==> config.mk <==
export PLATFORM = sky130hd
export DESIGN_NAME = jdr_access
export DESIGN_NICKNAME = d
export VERILOG_FILES = /design/src/hw/jdr_pkg.sv /design/src/hw/jdr_access.sv /design/src/hw/jdr_sync.sv /design/src/hw/jdr_tap.sv
export SDC_FILE = /design/constraint.sdc
export NUM_CORES = 1
export LEC_CHECK = 0
export BUFFER_PORTS_ARGS = -buffer_cell sky130_fd_sc_hd__buf_2
export CAP_MARGIN = 40
export CORE_MARGIN = 2
export CORE_UTILIZATION = 46
export CTS_BUF_LIST = sky130_fd_sc_hd__clkbuf_2 sky130_fd_sc_hd__clkbuf_4 sky130_fd_sc_hd__clkbuf_8
export DETAILED_ROUTE_END_ITERATION = 10
export PLACE_DENSITY = 0.66
export SLEW_MARGIN = 20
export SYNTH_ARGS = -nofsm -noshare
export SYNTH_HDL_FRONTEND = slang
export SYNTH_SLANG_ARGS = --single-unit
export TNS_END_PERCENT = 5
==> constraint.sdc <==
create_clock -name clk_i -period 3.5 [get_ports clk_i]
set_clock_uncertainty 0.05 [all_clocks]
set_input_delay 0.175 -clock clk_i [delete_from_list [all_inputs] [get_ports clk_i]]
set_output_delay 0.175 -clock clk_i [all_outputs]
set_load 0.02 [all_outputs]
==> src/hw/jdr_pkg.sv <==
// Shared constants and types for the debug register access block
package jdr_pkg;

    // Clock and ready pulse timing
    localparam int unsigned CLK_PERIOD_PS = 5000;
    localparam int unsigned RDY_LOW_NS    = 100;
    localparam int unsigned RDY_LOW_CYC   = (RDY_LOW_NS * 1000 + CLK_PERIOD_PS - 1) / CLK_PERIOD_PS;

    // Scan geometry
    localparam int unsigned CMD_BITS  = 7;
    localparam int unsigned DATA_BITS = 32;

    // Debug register indices
    localparam logic [5:0] IDX_ACC_CS   = 6'h07;
    localparam logic [5:0] IDX_ACC_ADDR = 6'h09;
    localparam logic [5:0] IDX_ACC_DATA = 6'h0a;

    // Access control/status layout
    localparam int unsigned CS_START_POS = 31;
    localparam int unsigned CS_MAP_LSB   = 28;
    localparam int unsigned CS_PRI_LSB   = 26;
    localparam int unsigned CS_RW_POS    = 25;
    localparam int unsigned CS_SZ_LSB    = 22;
    localparam int unsigned CS_CNT_LSB   = 8;
    localparam int unsigned CNT_W        = 14;
    localparam int unsigned CS_ERR_POS   = 1;
    localparam int unsigned CS_DV_POS    = 0;
    localparam logic [31:0] CS_WR_MASK   = 32'hffff_ff00;

    // System bus response code for an error
    localparam logic [1:0] SB_RESP_ERR = 2'b01;

    // Wishbone register offsets (byte addresses)
    localparam logic [7:0] WB_IRQ_STS  = 8'h00;
    localparam logic [7:0] WB_IRQ_CLR  = 8'h04;
    localparam logic [7:0] WB_IRQ_EN   = 8'h08;
    localparam logic [7:0] WB_CTRL     = 8'h0c;
    localparam logic [7:0] WB_STATE    = 8'h10;
    localparam int unsigned IRQ_W      = 3;
    localparam int unsigned IRQ_DONE   = 0;
    localparam int unsigned IRQ_ERR    = 1;
    localparam int unsigned IRQ_CMD    = 2;
    localparam logic        CTRL_RST   = 1'b1;

    typedef enum logic [15:0] {
        TAP_TLR   = 16'h0001,
        TAP_RTI   = 16'h0002,
        TAP_SELDR = 16'h0004,
        TAP_CAPDR = 16'h0008,
        TAP_SHDR  = 16'h0010,
        TAP_EX1DR = 16'h0020,
        TAP_PSDR  = 16'h0040,
        TAP_EX2DR = 16'h0080,
        TAP_UPDR  = 16'h0100,
        TAP_SELIR = 16'h0200,
        TAP_CAPIR = 16'h0400,
        TAP_SHIR  = 16'h0800,
        TAP_EX1IR = 16'h1000,
        TAP_PSIR  = 16'h2000,
        TAP_EX2IR = 16'h4000,
        TAP_UPIR  = 16'h8000
    } jdr_tap_t;

    typedef enum logic [1:0] {
        MODE_CMD  = 2'b01,
        MODE_DATA = 2'b10
    } jdr_mode_t;

    typedef enum logic [1:0] {
        BUS_IDLE = 2'b01,
        BUS_ACT  = 2'b10
    } jdr_bus_t;

endpackage : jdr_pkg

==> src/hw/jdr_access.sv <==
// Debug register access over the test port, with system bus master and Wishbone control
`timescale 1ns/1ps
// Notes on behaviour
// RQ1: Capture-DR in select state loads command
// RQ2: Command scan shifts seven bits, direction first
// RQ3: Update-DR latches shifter into command register
// RQ4: Second scan captures selected register value
// RQ5: Thirty-two bit data scan, LSB first
// RQ6: Update-DR writes register only for writes
// RQ7: After data update return to select state
// RQ8: Tool spends 13 and 37 clocks
// RQ9: Read: address first, then control/status start
// RQ10: Tool waits ready fall, then reads data
// RQ11: Block read repeats while count above zero
// RQ12: Write: control/status first, then address
// RQ13: Write data scan starts bus write
// RQ14: Indices 9, 7, 0xA select access registers
// RQ15: Good completion pulses ready, updates data-valid
// RQ16: Internal address and count advance, programmed unchanged
// RQ17: Error response clears start, sets error
module jdr_access
    import jdr_pkg::*;
(
    input  wire logic        clk_i,
    input  wire logic        rst_i,
    // Test port pins
    input  wire logic        tck_i,
    input  wire logic        tms_i,
    input  wire logic        tdi_i,
    output logic             tdo_o,
    output logic             tdo_oe_o,
    output logic             rdy_n_o,
    // System bus master
    output logic             sb_req_o,
    output logic             sb_we_o,
    output logic [31:0]      sb_addr_o,
    output logic [31:0]      sb_wdata_o,
    output logic [1:0]       sb_size_o,
    input  wire logic        sb_ack_i,
    input  wire logic [1:0]  sb_resp_i,
    input  wire logic [31:0] sb_rdata_i,
    // Wishbone slave
    input  wire logic        wb_cyc_i,
    input  wire logic        wb_stb_i,
    input  wire logic        wb_we_i,
    input  wire logic [7:0]  wb_adr_i,
    input  wire logic [3:0]  wb_sel_i,
    input  wire logic [31:0] wb_dat_i,
    output logic [31:0]      wb_dat_o,
    output logic             wb_ack_o,
    output logic             irq_o
);
    localparam int unsigned RDY_W = $clog2(RDY_LOW_CYC + 1);
    localparam logic [RDY_W-1:0] RDY_LOAD = RDY_W'(RDY_LOW_CYC);

    typedef struct packed {
        jdr_mode_t        mode;
        logic [6:0]       cmd;
        logic [31:0]      sh;
        logic [31:0]      acc_addr;
        logic [31:0]      acc_cs;
        logic [31:0]      acc_data;
        logic [31:0]      cur_addr;
        logic [CNT_W-1:0] left;
        jdr_bus_t         bus;
        logic             bus_we;
        logic             tck_d;
        logic             tdo;
        logic             tdo_oe;
        logic [RDY_W-1:0] rdy_cnt;
        logic [IRQ_W-1:0] irq_sts;
        logic [IRQ_W-1:0] irq_en;
        logic             port_en;
        logic             wb_ack;
        logic [31:0]      wb_dat;
    } jdr_acc_st_t;

    jdr_acc_st_t st_q;
    jdr_acc_st_t st_d;

    logic [2:0] pins_s;
    jdr_tap_t   tap;
    logic       tck_s;
    logic       tck_rise;
    logic       tck_fall;

    jdr_sync #(
        .W (3)
    ) u_sync (
        .clk_i (clk_i),
        .rst_i (rst_i),
        .d_i   ({tck_i, tms_i, tdi_i}),
        .q_o   (pins_s)
    );

    assign tck_s    = pins_s[2];
    assign tck_rise = tck_s & ~st_q.tck_d;
    assign tck_fall = ~tck_s & st_q.tck_d;

    jdr_tap u_tap (
        .clk_i      (clk_i),
        .rst_i      (rst_i),
        .hold_i     (~st_q.port_en),
        .tck_rise_i (tck_rise),
        .tms_i      (pins_s[1]),
        .state_o    (tap)
    );

    function automatic logic [31:0] sel_val(input logic [5:0] idx, input jdr_acc_st_t s);
        logic [31:0] v;
        v = '0;
        if (idx == IDX_ACC_ADDR) begin // [RQ14]
            v = s.acc_addr;
        end else if (idx == IDX_ACC_CS) begin
            v = s.acc_cs;
        end else if (idx == IDX_ACC_DATA) begin
            v = s.acc_data;
        end
        return v;
    endfunction : sel_val

    function automatic logic [31:0] step_of(input logic [2:0] sz);
        logic [31:0] v;
        v = 32'h0000_0001;
        if (sz[1:0] == 2'b01) begin
            v = 32'h0000_0002;
        end else if (sz[1:0] == 2'b10) begin
            v = 32'h0000_0004;
        end
        return v;
    endfunction : step_of

    logic [5:0]       cmd_idx;
    logic             cmd_wr;
    logic             upd_data;
    logic [IRQ_W-1:0] ev;
    logic             wb_req;
    logic [CNT_W-1:0] cnt_prog;

    assign cmd_idx  = st_q.cmd[6:1];
    assign cmd_wr   = st_q.cmd[0];
    assign upd_data = tck_rise & (tap == TAP_UPDR) & (st_q.mode == MODE_DATA);
    assign wb_req   = wb_cyc_i & wb_stb_i & ~st_q.wb_ack;
    assign cnt_prog = st_q.sh[CS_CNT_LSB +: CNT_W];

    always_comb begin
        st_d       = st_q;
        ev         = '0;
        st_d.tck_d = tck_s;
        st_d.wb_ack = 1'b0;

        // Test clock rising edge: capture, shift, update
        if (tck_rise) begin
            if (tap == TAP_TLR) begin
                st_d.mode = MODE_CMD;
            end
            if (tap == TAP_CAPDR) begin
                if (st_q.mode == MODE_CMD) begin
                    st_d.sh = {25'h0, st_q.cmd}; // [RQ1]
                end else begin
                    st_d.sh = sel_val(cmd_idx, st_q); // [RQ4]
                end
            end
            if (tap == TAP_SHDR) begin
                if (st_q.mode == MODE_CMD) begin
                    st_d.sh = {25'h0, pins_s[0], st_q.sh[6:1]}; // [RQ2]
                end else begin
                    st_d.sh = {pins_s[0], st_q.sh[31:1]}; // [RQ5]
                end
            end
            if (tap == TAP_UPDR) begin
                if (st_q.mode == MODE_CMD) begin
                    st_d.cmd  = st_q.sh[6:0]; // [RQ3]
                    st_d.mode = MODE_DATA;
                    ev[IRQ_CMD] = 1'b1;
                end else begin
                    st_d.mode = MODE_CMD; // [RQ7]
                end
            end
        end

        // Data scan update: register writes and access starts
        if (upd_data && cmd_wr) begin // [RQ6]
            if (cmd_idx == IDX_ACC_ADDR) begin
                st_d.acc_addr = st_q.sh;
                st_d.cur_addr = st_q.sh;
            end else if (cmd_idx == IDX_ACC_CS) begin
                st_d.acc_cs = (st_q.sh & CS_WR_MASK) | {30'h0, 1'b0, st_q.acc_cs[CS_DV_POS]};
                st_d.cur_addr = st_q.acc_addr;
                st_d.left = (cnt_prog == '0) ? CNT_W'(1) : cnt_prog;
                if (st_q.sh[CS_START_POS] && !st_q.sh[CS_RW_POS] && st_q.bus == BUS_IDLE) begin
                    st_d.bus    = BUS_ACT;
                    st_d.bus_we = 1'b0;
                end
            end else if (cmd_idx == IDX_ACC_DATA) begin
                st_d.acc_data = st_q.sh;
                if (st_q.acc_cs[CS_START_POS] && st_q.acc_cs[CS_RW_POS] &&
                    st_q.left != '0 && st_q.bus == BUS_IDLE) begin
                    st_d.bus    = BUS_ACT; // [RQ13]
                    st_d.bus_we = 1'b1;
                end
            end
        end

        // Next word of a block read once the previous word was scanned out
        if (upd_data && !cmd_wr && cmd_idx == IDX_ACC_DATA && st_q.bus == BUS_IDLE &&
            st_q.acc_cs[CS_START_POS] && !st_q.acc_cs[CS_RW_POS] && st_q.left != '0) begin
            st_d.bus    = BUS_ACT; // [RQ11]
            st_d.bus_we = 1'b0;
        end

        // Ready pulse countdown
        if (st_q.rdy_cnt != '0) begin
            st_d.rdy_cnt = st_q.rdy_cnt - RDY_W'(1);
        end

        // System bus completion
        if (st_q.bus == BUS_ACT && sb_ack_i) begin
            st_d.bus = BUS_IDLE;
            if (sb_resp_i == SB_RESP_ERR) begin
                st_d.acc_cs[CS_START_POS] = 1'b0; // [RQ17]
                st_d.acc_cs[CS_ERR_POS]   = 1'b1;
                ev[IRQ_ERR]               = 1'b1;
            end else begin
                st_d.rdy_cnt  = RDY_LOAD; // [RQ15]
                st_d.cur_addr = st_q.cur_addr + step_of(st_q.acc_cs[CS_SZ_LSB +: 3]); // [RQ16]
                st_d.left     = st_q.left - CNT_W'(1);
                ev[IRQ_DONE]  = 1'b1;
                if (st_q.bus_we) begin
                    st_d.acc_cs[CS_DV_POS] = 1'b0;
                end else begin
                    st_d.acc_cs[CS_DV_POS] = 1'b1; // [RQ10]
                    st_d.acc_data          = sb_rdata_i;
                end
                if (st_q.left == CNT_W'(1)) begin
                    st_d.acc_cs[CS_START_POS] = 1'b0;
                end
            end
        end

        // Test data out changes on the falling edge
        if (tck_fall) begin
            st_d.tdo    = st_q.sh[0];
            st_d.tdo_oe = (tap == TAP_SHDR);
        end
        if (!st_q.port_en) begin
            st_d.tdo_oe = 1'b0;
        end

        // Wishbone slave
        if (wb_req) begin
            st_d.wb_ack = 1'b1;
            st_d.wb_dat = '0;
            if (wb_we_i) begin
                if (wb_adr_i == WB_IRQ_CLR && wb_sel_i[0]) begin
                    st_d.irq_sts = st_q.irq_sts & ~wb_dat_i[IRQ_W-1:0];
                end else if (wb_adr_i == WB_IRQ_EN && wb_sel_i[0]) begin
                    st_d.irq_en = wb_dat_i[IRQ_W-1:0];
                end else if (wb_adr_i == WB_CTRL && wb_sel_i[0]) begin
                    st_d.port_en = wb_dat_i[0];
                end
            end else begin
                unique case (wb_adr_i)
                    WB_IRQ_STS: st_d.wb_dat = {29'h0, st_q.irq_sts};
                    WB_IRQ_EN:  st_d.wb_dat = {29'h0, st_q.irq_en};
                    WB_CTRL:    st_d.wb_dat = {31'h0, st_q.port_en};
                    WB_STATE:   st_d.wb_dat = {12'h0, st_q.mode, st_q.bus == BUS_ACT, 3'h0, st_q.left};
                    default:    st_d.wb_dat = '0;
                endcase
            end
        end

        // Events set after the clear so a same-cycle event survives
        st_d.irq_sts = st_d.irq_sts | ev;
    end

    always_ff @(posedge clk_i) begin
        if (rst_i) begin
            st_q         <= '0;
            st_q.mode    <= MODE_CMD;
            st_q.bus     <= BUS_IDLE;
            st_q.port_en <= CTRL_RST;
        end else begin
            st_q <= st_d;
        end
    end

    assign tdo_o      = st_q.tdo;
    assign tdo_oe_o   = st_q.tdo_oe;
    assign rdy_n_o    = (st_q.rdy_cnt == '0);
    assign sb_req_o   = (st_q.bus == BUS_ACT);
    assign sb_we_o    = st_q.bus_we;
    assign sb_addr_o  = st_q.cur_addr;
    assign sb_wdata_o = st_q.acc_data;
    assign sb_size_o  = st_q.acc_cs[CS_SZ_LSB +: 2];
    assign wb_dat_o   = st_q.wb_dat;
    assign wb_ack_o   = st_q.wb_ack;
    assign irq_o      = |(st_q.irq_sts & st_q.irq_en);
endmodule : jdr_access

==> src/hw/jdr_sync.sv <==
// Two-stage synchroniser for pin inputs
`timescale 1ns/1ps
module jdr_sync
    import jdr_pkg::*;
#(
    parameter int unsigned W = 3
) (
    input  wire logic         clk_i,
    input  wire logic         rst_i,
    input  wire logic [W-1:0] d_i,
    output logic      [W-1:0] q_o
);
    typedef struct packed {
        logic [W-1:0] s1;
        logic [W-1:0] s2;
    } jdr_sync_st_t;

    jdr_sync_st_t st_q;
    jdr_sync_st_t st_d;

    always_comb begin
        st_d    = st_q;
        st_d.s1 = d_i;
        st_d.s2 = st_q.s1;
    end

    always_ff @(posedge clk_i) begin
        if (rst_i) begin
            st_q <= '0;
        end else begin
            st_q <= st_d;
        end
    end

    assign q_o = st_q.s2;
endmodule : jdr_sync

==> src/hw/jdr_tap.sv <==
// Test access port controller, advanced on each test clock rising edge unless hold_i forces it to Test-Logic-Reset
`timescale 1ns/1ps
module jdr_tap
    import jdr_pkg::*;
(
    input  wire logic clk_i,
    input  wire logic rst_i,
    input  wire logic hold_i,
    input  wire logic tck_rise_i,
    input  wire logic tms_i,
    output jdr_tap_t  state_o
);
    typedef struct packed {
        jdr_tap_t tap;
    } jdr_tap_st_t;

    jdr_tap_st_t st_q;
    jdr_tap_st_t st_d;

    always_comb begin
        st_d = st_q;
        if (hold_i) begin
            st_d.tap = TAP_TLR;
        end else if (tck_rise_i) begin
            unique case (st_q.tap)
                TAP_TLR:   st_d.tap = tms_i ? TAP_TLR   : TAP_RTI;
                TAP_RTI:   st_d.tap = tms_i ? TAP_SELDR : TAP_RTI;
                TAP_SELDR: st_d.tap = tms_i ? TAP_SELIR : TAP_CAPDR;
                TAP_CAPDR: st_d.tap = tms_i ? TAP_EX1DR : TAP_SHDR;
                TAP_SHDR:  st_d.tap = tms_i ? TAP_EX1DR : TAP_SHDR;
                TAP_EX1DR: st_d.tap = tms_i ? TAP_UPDR  : TAP_PSDR;
                TAP_PSDR:  st_d.tap = tms_i ? TAP_EX2DR : TAP_PSDR;
                TAP_EX2DR: st_d.tap = tms_i ? TAP_UPDR  : TAP_SHDR;
                TAP_UPDR:  st_d.tap = tms_i ? TAP_SELDR : TAP_RTI;
                TAP_SELIR: st_d.tap = tms_i ? TAP_TLR   : TAP_CAPIR;
                TAP_CAPIR: st_d.tap = tms_i ? TAP_EX1IR : TAP_SHIR;
                TAP_SHIR:  st_d.tap = tms_i ? TAP_EX1IR : TAP_SHIR;
                TAP_EX1IR: st_d.tap = tms_i ? TAP_UPIR  : TAP_PSIR;
                TAP_PSIR:  st_d.tap = tms_i ? TAP_EX2IR : TAP_PSIR;
                TAP_EX2IR: st_d.tap = tms_i ? TAP_UPIR  : TAP_SHIR;
                TAP_UPIR:  st_d.tap = tms_i ? TAP_SELDR : TAP_RTI;
                default:   st_d.tap = TAP_TLR;
            endcase
        end
    end

    always_ff @(posedge clk_i) begin
        if (rst_i) begin
            st_q.tap <= TAP_TLR;
        end else begin
            st_q <= st_d;
        end
    end

    assign state_o = st_q.tap;
endmodule : jdr_tap
### Yosys cells after proc, flatten, opt, wreduce, memory -nomap -nowiden

Cells that the tools add are included.

* output and inout port bits: 105
* word-level logic and storage cells: 193
* bits of input ports: 87
* register bits: 256

* multiplexer cells: 68
* add/sub/neg operators: 3
* reduce and logical (&&, ||, !) cells: 47
* bitwise logic cells: 18
* equal/unequal tests: 34

Operators with widths (count)
* 32-bit two-way mux: 14
* 16-bit one-hot mux with 12 select lines: 1
* 113-bit two-way mux: 1
* 82-bit two-way mux: 1
* 20-bit one-hot mux with 4 select lines: 1
* 79-bit two-way mux: 1
* 64-bit two-way mux: 1
* 46-bit two-way mux: 1
* 40-bit two-way mux: 1
* 32-bit adder: 1
* 16-bit two-way mux: 2
* 32-bit by 1-bit bitwise OR with 32-bit output: 1
* 3-bit two-way mux: 10
* 9-bit two-way mux: 3
* 20-bit two-way mux: 1
* 17-bit two-way mux: 1
* 16-bit by 1-bit == test with 1-bit output (second input constant): 1
* 16-bit by 10-bit == test with 1-bit output (second input constant): 1
* 16-bit by 11-bit == test with 1-bit output (second input constant): 1
* 16-bit by 12-bit == test with 1-bit output (second input constant): 1
* 16-bit by 13-bit == test with 1-bit output (second input constant): 1
* 16-bit by 14-bit == test with 1-bit output (second input constant): 1
* 16-bit by 15-bit == test with 1-bit output (second input constant): 1
* 16-bit == test (second input constant): 1
* 52 further kinds: 121

### Longest topological paths before layout

* depth in word-level cells: 12
* depth in mapped cells: 11
* gate-level depth less buffers: 11

### Hierarchy

A second synthesis with hierarchy kept.

* cells, all modules: 1603
* area total of the unflattened synthesis: 12976.2 sq um

By module, submodules not included
* jdr_access: sequential area each 4264.1 sq um, area each 11772.5 sq um, cells each 1452, times used 1
* jdr_tap: sequential area each 320.3 sq um, area each 1046.0 sq um, cells each 139, times used 1
* jdr_sync: sequential area each 120.1 sq um, area each 157.7 sq um, cells each 12, times used 1

### Worst setup path before layout

No wires, ideal clock.

* path kind: register to register
* start: register st_q, in the netlist sb_size_o[0]
* end: register st_q, in the netlist sb_addr_o[22]
* library setup time: 0.086 ns
* clock period less this slack: 2.471 ns
* arrival time: 2.335 ns
* buffers on the path: 0
* required time: 3.364 ns
* cell stages (with the launch flop): 12
* slack: 1.029 ns
* cell sequence: dfxtp_1 -> inv_1 -> ha_1 -> ha_1 -> inv_1 -> fa_1 -> nor2b_1 -> o21a_1 -> nor2b_1 -> nand4_1 -> xor2_1 -> a211oi_1

* longest elaborated chain between the ends: 8
* elaborated cells between the ends (all ways): 9
* classes of those cells: add/sub: 1; eq/ne: 2; mux: 6

Ends and longest elaborated chain
* start, declared: line jdr_access.sv:78 `jdr_acc_st_t st_q;`
* start signal, assigned: line jdr_access.sv:284 `st_q <= st_d;`
* 2-bit == test: line jdr_access.sv:127 `end else if (sz[1:0] == 2'b10) begin`
* 3-bit two-way mux: line jdr_access.sv:127
* 3-bit two-way mux (*): line jdr_access.sv:125 `if (sz[1:0] == 2'b01) begin`
* 32-bit two-way mux (*): line jdr_access.sv:220 `if (sb_resp_i == SB_RESP_ERR) begin`
* 32-bit two-way mux (*): line jdr_access.sv:218 `if (st_q.bus == BUS_ACT && sb_ack_i) begin`
* 32-bit adder (*): line jdr_access.sv:226 `st_d.cur_addr = st_q.cur_addr + step_of(st_q.acc_cs[CS_SZ_LSB +: 3]);`
* 79-bit two-way mux (*): line jdr_access.sv:220
* 82-bit two-way mux (*): line jdr_access.sv:218

Every way passes the cells marked *; elsewhere a longest branch is shown, timed or not. The select of a mux whose other input is x is not followed.
A chain may end at the register's enable or synchronous reset.

### Worst setup path after layout

Ends and elaborated chain as after synthesis.

==> out/summary.txt <==
status: complete, no violations
pin count of the biggest net entering global routing: 119
Layout area overhead: 12.8%
Skew-Pair Late Insertion Delay: 550 ps
Die Wd: 166 µm
remaining antenna violation count after routing: 0
Total Nets Final: 1,640
Clock Path Buffers: 3
most frequent cells in the layout: dfxtp_1 (235), nand2_1 (232), buf_2 (143)
synthesized flop and latch total: 235
Tightest Pin Transition: 806 ps
final hold slack: 39.3 ps
RSZ-0062 raised after global routing: no
leakage: 5.04 nW
final hold violation count: 0
Multi-input gate area: 0.00608 mm²
Starting DRT DRC Count: 1,332
# DRC: 0
PwrDens: 424 mW/mm²
number of flops mapped to enable cells by yosys: 0
fin. max-slew vios: 0
vias in the first global route: 10.4k
clock slew at reported path FFs: 60 ps
crit start category: flip-flop
Ports: 192
Final Cell Area: 0.0136 mm²
leading cell type in the layout, fill and taps excluded: dfxtp_1
Via density: 5.83
layout cells sized above 1: 17.7%
final period utilization: 82.9%
Die Area: 0.0274 mm²
VDD IR max: 251 µV
FF+latch area: 0.00470 mm²
Ys Warns: 0
post-synthesis mux area share: 3.70%
CP arrival: 3320 ps
Comb power frac: 5.8%
Power, Total: 5.75 mW
r2r setup slk: 600 ps
TritonCTS buffer count: 43
ys async rst share: 0%
Main synth FF type: dfxtp_1
sequential fraction of the synthesis area: 39.1%
final setup vio count: 0
layout filler cell count: 2,469
Distinct cells, synth: 73
MaxCap Viol Count: 0
number of setup buffers added after CTS: 0
Post-CTS Resized: 0
final wirelength: 36,000 µm
worst setup path class: reg -> reg
Max FO, Critical Path: 7
first-pass GRT wire length: 58,100 µm
critical path required time: 3920 ps
post-synth top area share: 39.1%
path type of the worst min-delay path: in -> reg
CTS Sinks: 235
synthesized area: 0.0120 mm²
adder-cell share of the synthesized area: 0.999%
Compound-Gate Fraction of Synth Area: 21.0%
Post-Synth XOR/XNOR Area: 1.68%
top cells by area, synth: dfxtp_1 (39%), nand2_1 (7.2%), buf_4 (6.8%), a21oi_1 (4.8%), nor2_1 (3.6%)
GR Overflow Total: 0
DR WL/cell: 18.9 µm
Synth Area in Simple Gates: 22.7%
Initial Util: 46.5%
root buffer cell: clkbuf_8
# hold bufs at CTS: 41
antenna diode count: 0
GRT Overall Usage: 25.6%
Rel. slew slack: 45.7%
hpwl dp: 24,700 µm
Internal: 4.42 mW
Net Switching: 1.33 mW
syn_area_per_cell: 8.14 µm²
Syn Inst Count: 1,476
Rows: 59
Synth area leader: dfxtp_1
initial antenna violation count: 0
Initial DRT Pass Iterations: 7
Core Util, Final: 52.5%
sequential share of power: 47.4%
I/O Buffers: 144
Final TNS setup: 0 ps
clock group share of total power: 46.8%
GPL Wtd Cong: 0.922
H-Tree Depth: 2
placed inst area: 0.0122 mm²
Die Ht: 166 µm
Core ar.: 0.0258 mm²
TritonCTS clock tree: built
Vias: 11.1k
Net Sw Frac: 23.2%
fin crit period: 2900 ps
largest family of logic cells by synthesized area: simple AND/OR/NAND/NOR gates
Crit. End Element: flip-flop
fmax: 0.345 GHz
## kinds of logic (layout without fill, tap and decap cells)
kind of cell / count (synthesis) / in the layout
adder cells (fa/ha/maj): 9 / 9
multiplexers: 44 / 44
other: 1 / 15
AO/OA/AOI/OAI: 381 / 381
AND/OR/NAND/NOR: 559 / 559
buffers and inverters: 224 / 306
flip-flops: 235 / 235
XOR/XNOR: 23 / 23
## layout make-up
cell class                 instances  share of cell area (%)
tap                              335                    3.09
timing repair buffer             219                    10.3
clock buffer                      70                    6.46
inverter                          14                   0.388
sequential                       235                    34.7
clock inverter                     3                   0.157
multi-input combinational       1031                    44.9
## sequential cells by signal (all words and copies together) (netlist names), 2 cells and up
register       flops
sb_size_o          2
wb_dat_o          17
u_sync.st_d        3
cnt_prog          14
cmd_idx            6
sb_wdata_o        32
u_sync.q_o         3
sb_addr_o         32
st_q             105
u_tap.state_o     16
## power groups by stage
stage / sequential (mW) / clock [mW] / combinational [mW]
6_report: 2.73 / 2.69 / 0.331
3_5_place_dp: 2.78 / 0 / 0.298
4_1_cts: 2.73 / 2.75 / 0.334
5_1_grt: 2.73 / 2.87 / 0.374
2_1_floorplan: 2.78 / 0 / 0.224
3_3_place_gp: 2.78 / 0 / 0.290
## cell usage after synthesis, types with 12 or more instances
library cell  instances
nor4_1               17
clkbuf_1             80
buf_2                17
nor3_1               43
nor2b_1              13
nand3_1              30
nand2_1             232
nand2b_1             16
a22o_1               29
o21ai_0              78
buf_4               109
a211oi_1             26
nor2_1              116
a22oi_1              35
mux2i_1              41
a21oi_1             115
or3_1                12
and3_1               12
inv_1                14
nand4_1              14
xor2_1               13
dfxtp_1             235
a222oi_1             37
## routing by layer
| layer | global-route usage, % | vias to the layer above | wire (µm) | share of wire (%) |
|---|---|---|---|---|
| li1 | - | 5350 | - | - |
| met1 | 35.0 | 5275 | 15900 | 44 |
| met2 | 41.5 | 433 | 16700 | 46 |
| met3 | 4.90 | 53 | 2710 | 7.5 |
| met4 | 7.30 | 0 | 744 | 2.1 |
| met5 | 0 | - | 0 | 0 |
## worst paths after layout
path | endpoint | from | cells past startpoint
worst min register to register | u_sync.q_o[1]$_SDFF_PP0_ | u_sync.st_d[1]$_SDFF_PP0_ | 1
worst max-delay path | sb_addr_o[22]$_SDFF_PP0_ | sb_size_o[0]$_SDFFE_PP0P_ | 11
worst max register to register | sb_addr_o[22]$_SDFF_PP0_ | sb_size_o[0]$_SDFFE_PP0P_ | 11
worst min-delay path | wb_dat_o[1]$_SDFFE_PP0P_ | rst_i | 2
## worst max-delay path, cell delays in order (launching register included)
cell,delay [ps]
dfxtp_1,430
inv_1,70
ha_1,290
ha_1,160
inv_1,50
fa_1,390
nor2b_1,200
o21a_1,300
nor2b_1,320
nand4_1,150
xor2_1,160
a211oi_1,240
## metrics by stage
stage | instances | setup WS (ps)
6_report | 1907 | 598
5_1_grt | 1907 | 358
4_1_cts | 1907 | 604
3_5_place_dp | 1793 | 638
3_3_place_gp | 1793 | 668
2_1_floorplan | 1490 | 1030
Note: power is estimated with default switching activity, not from simulation.
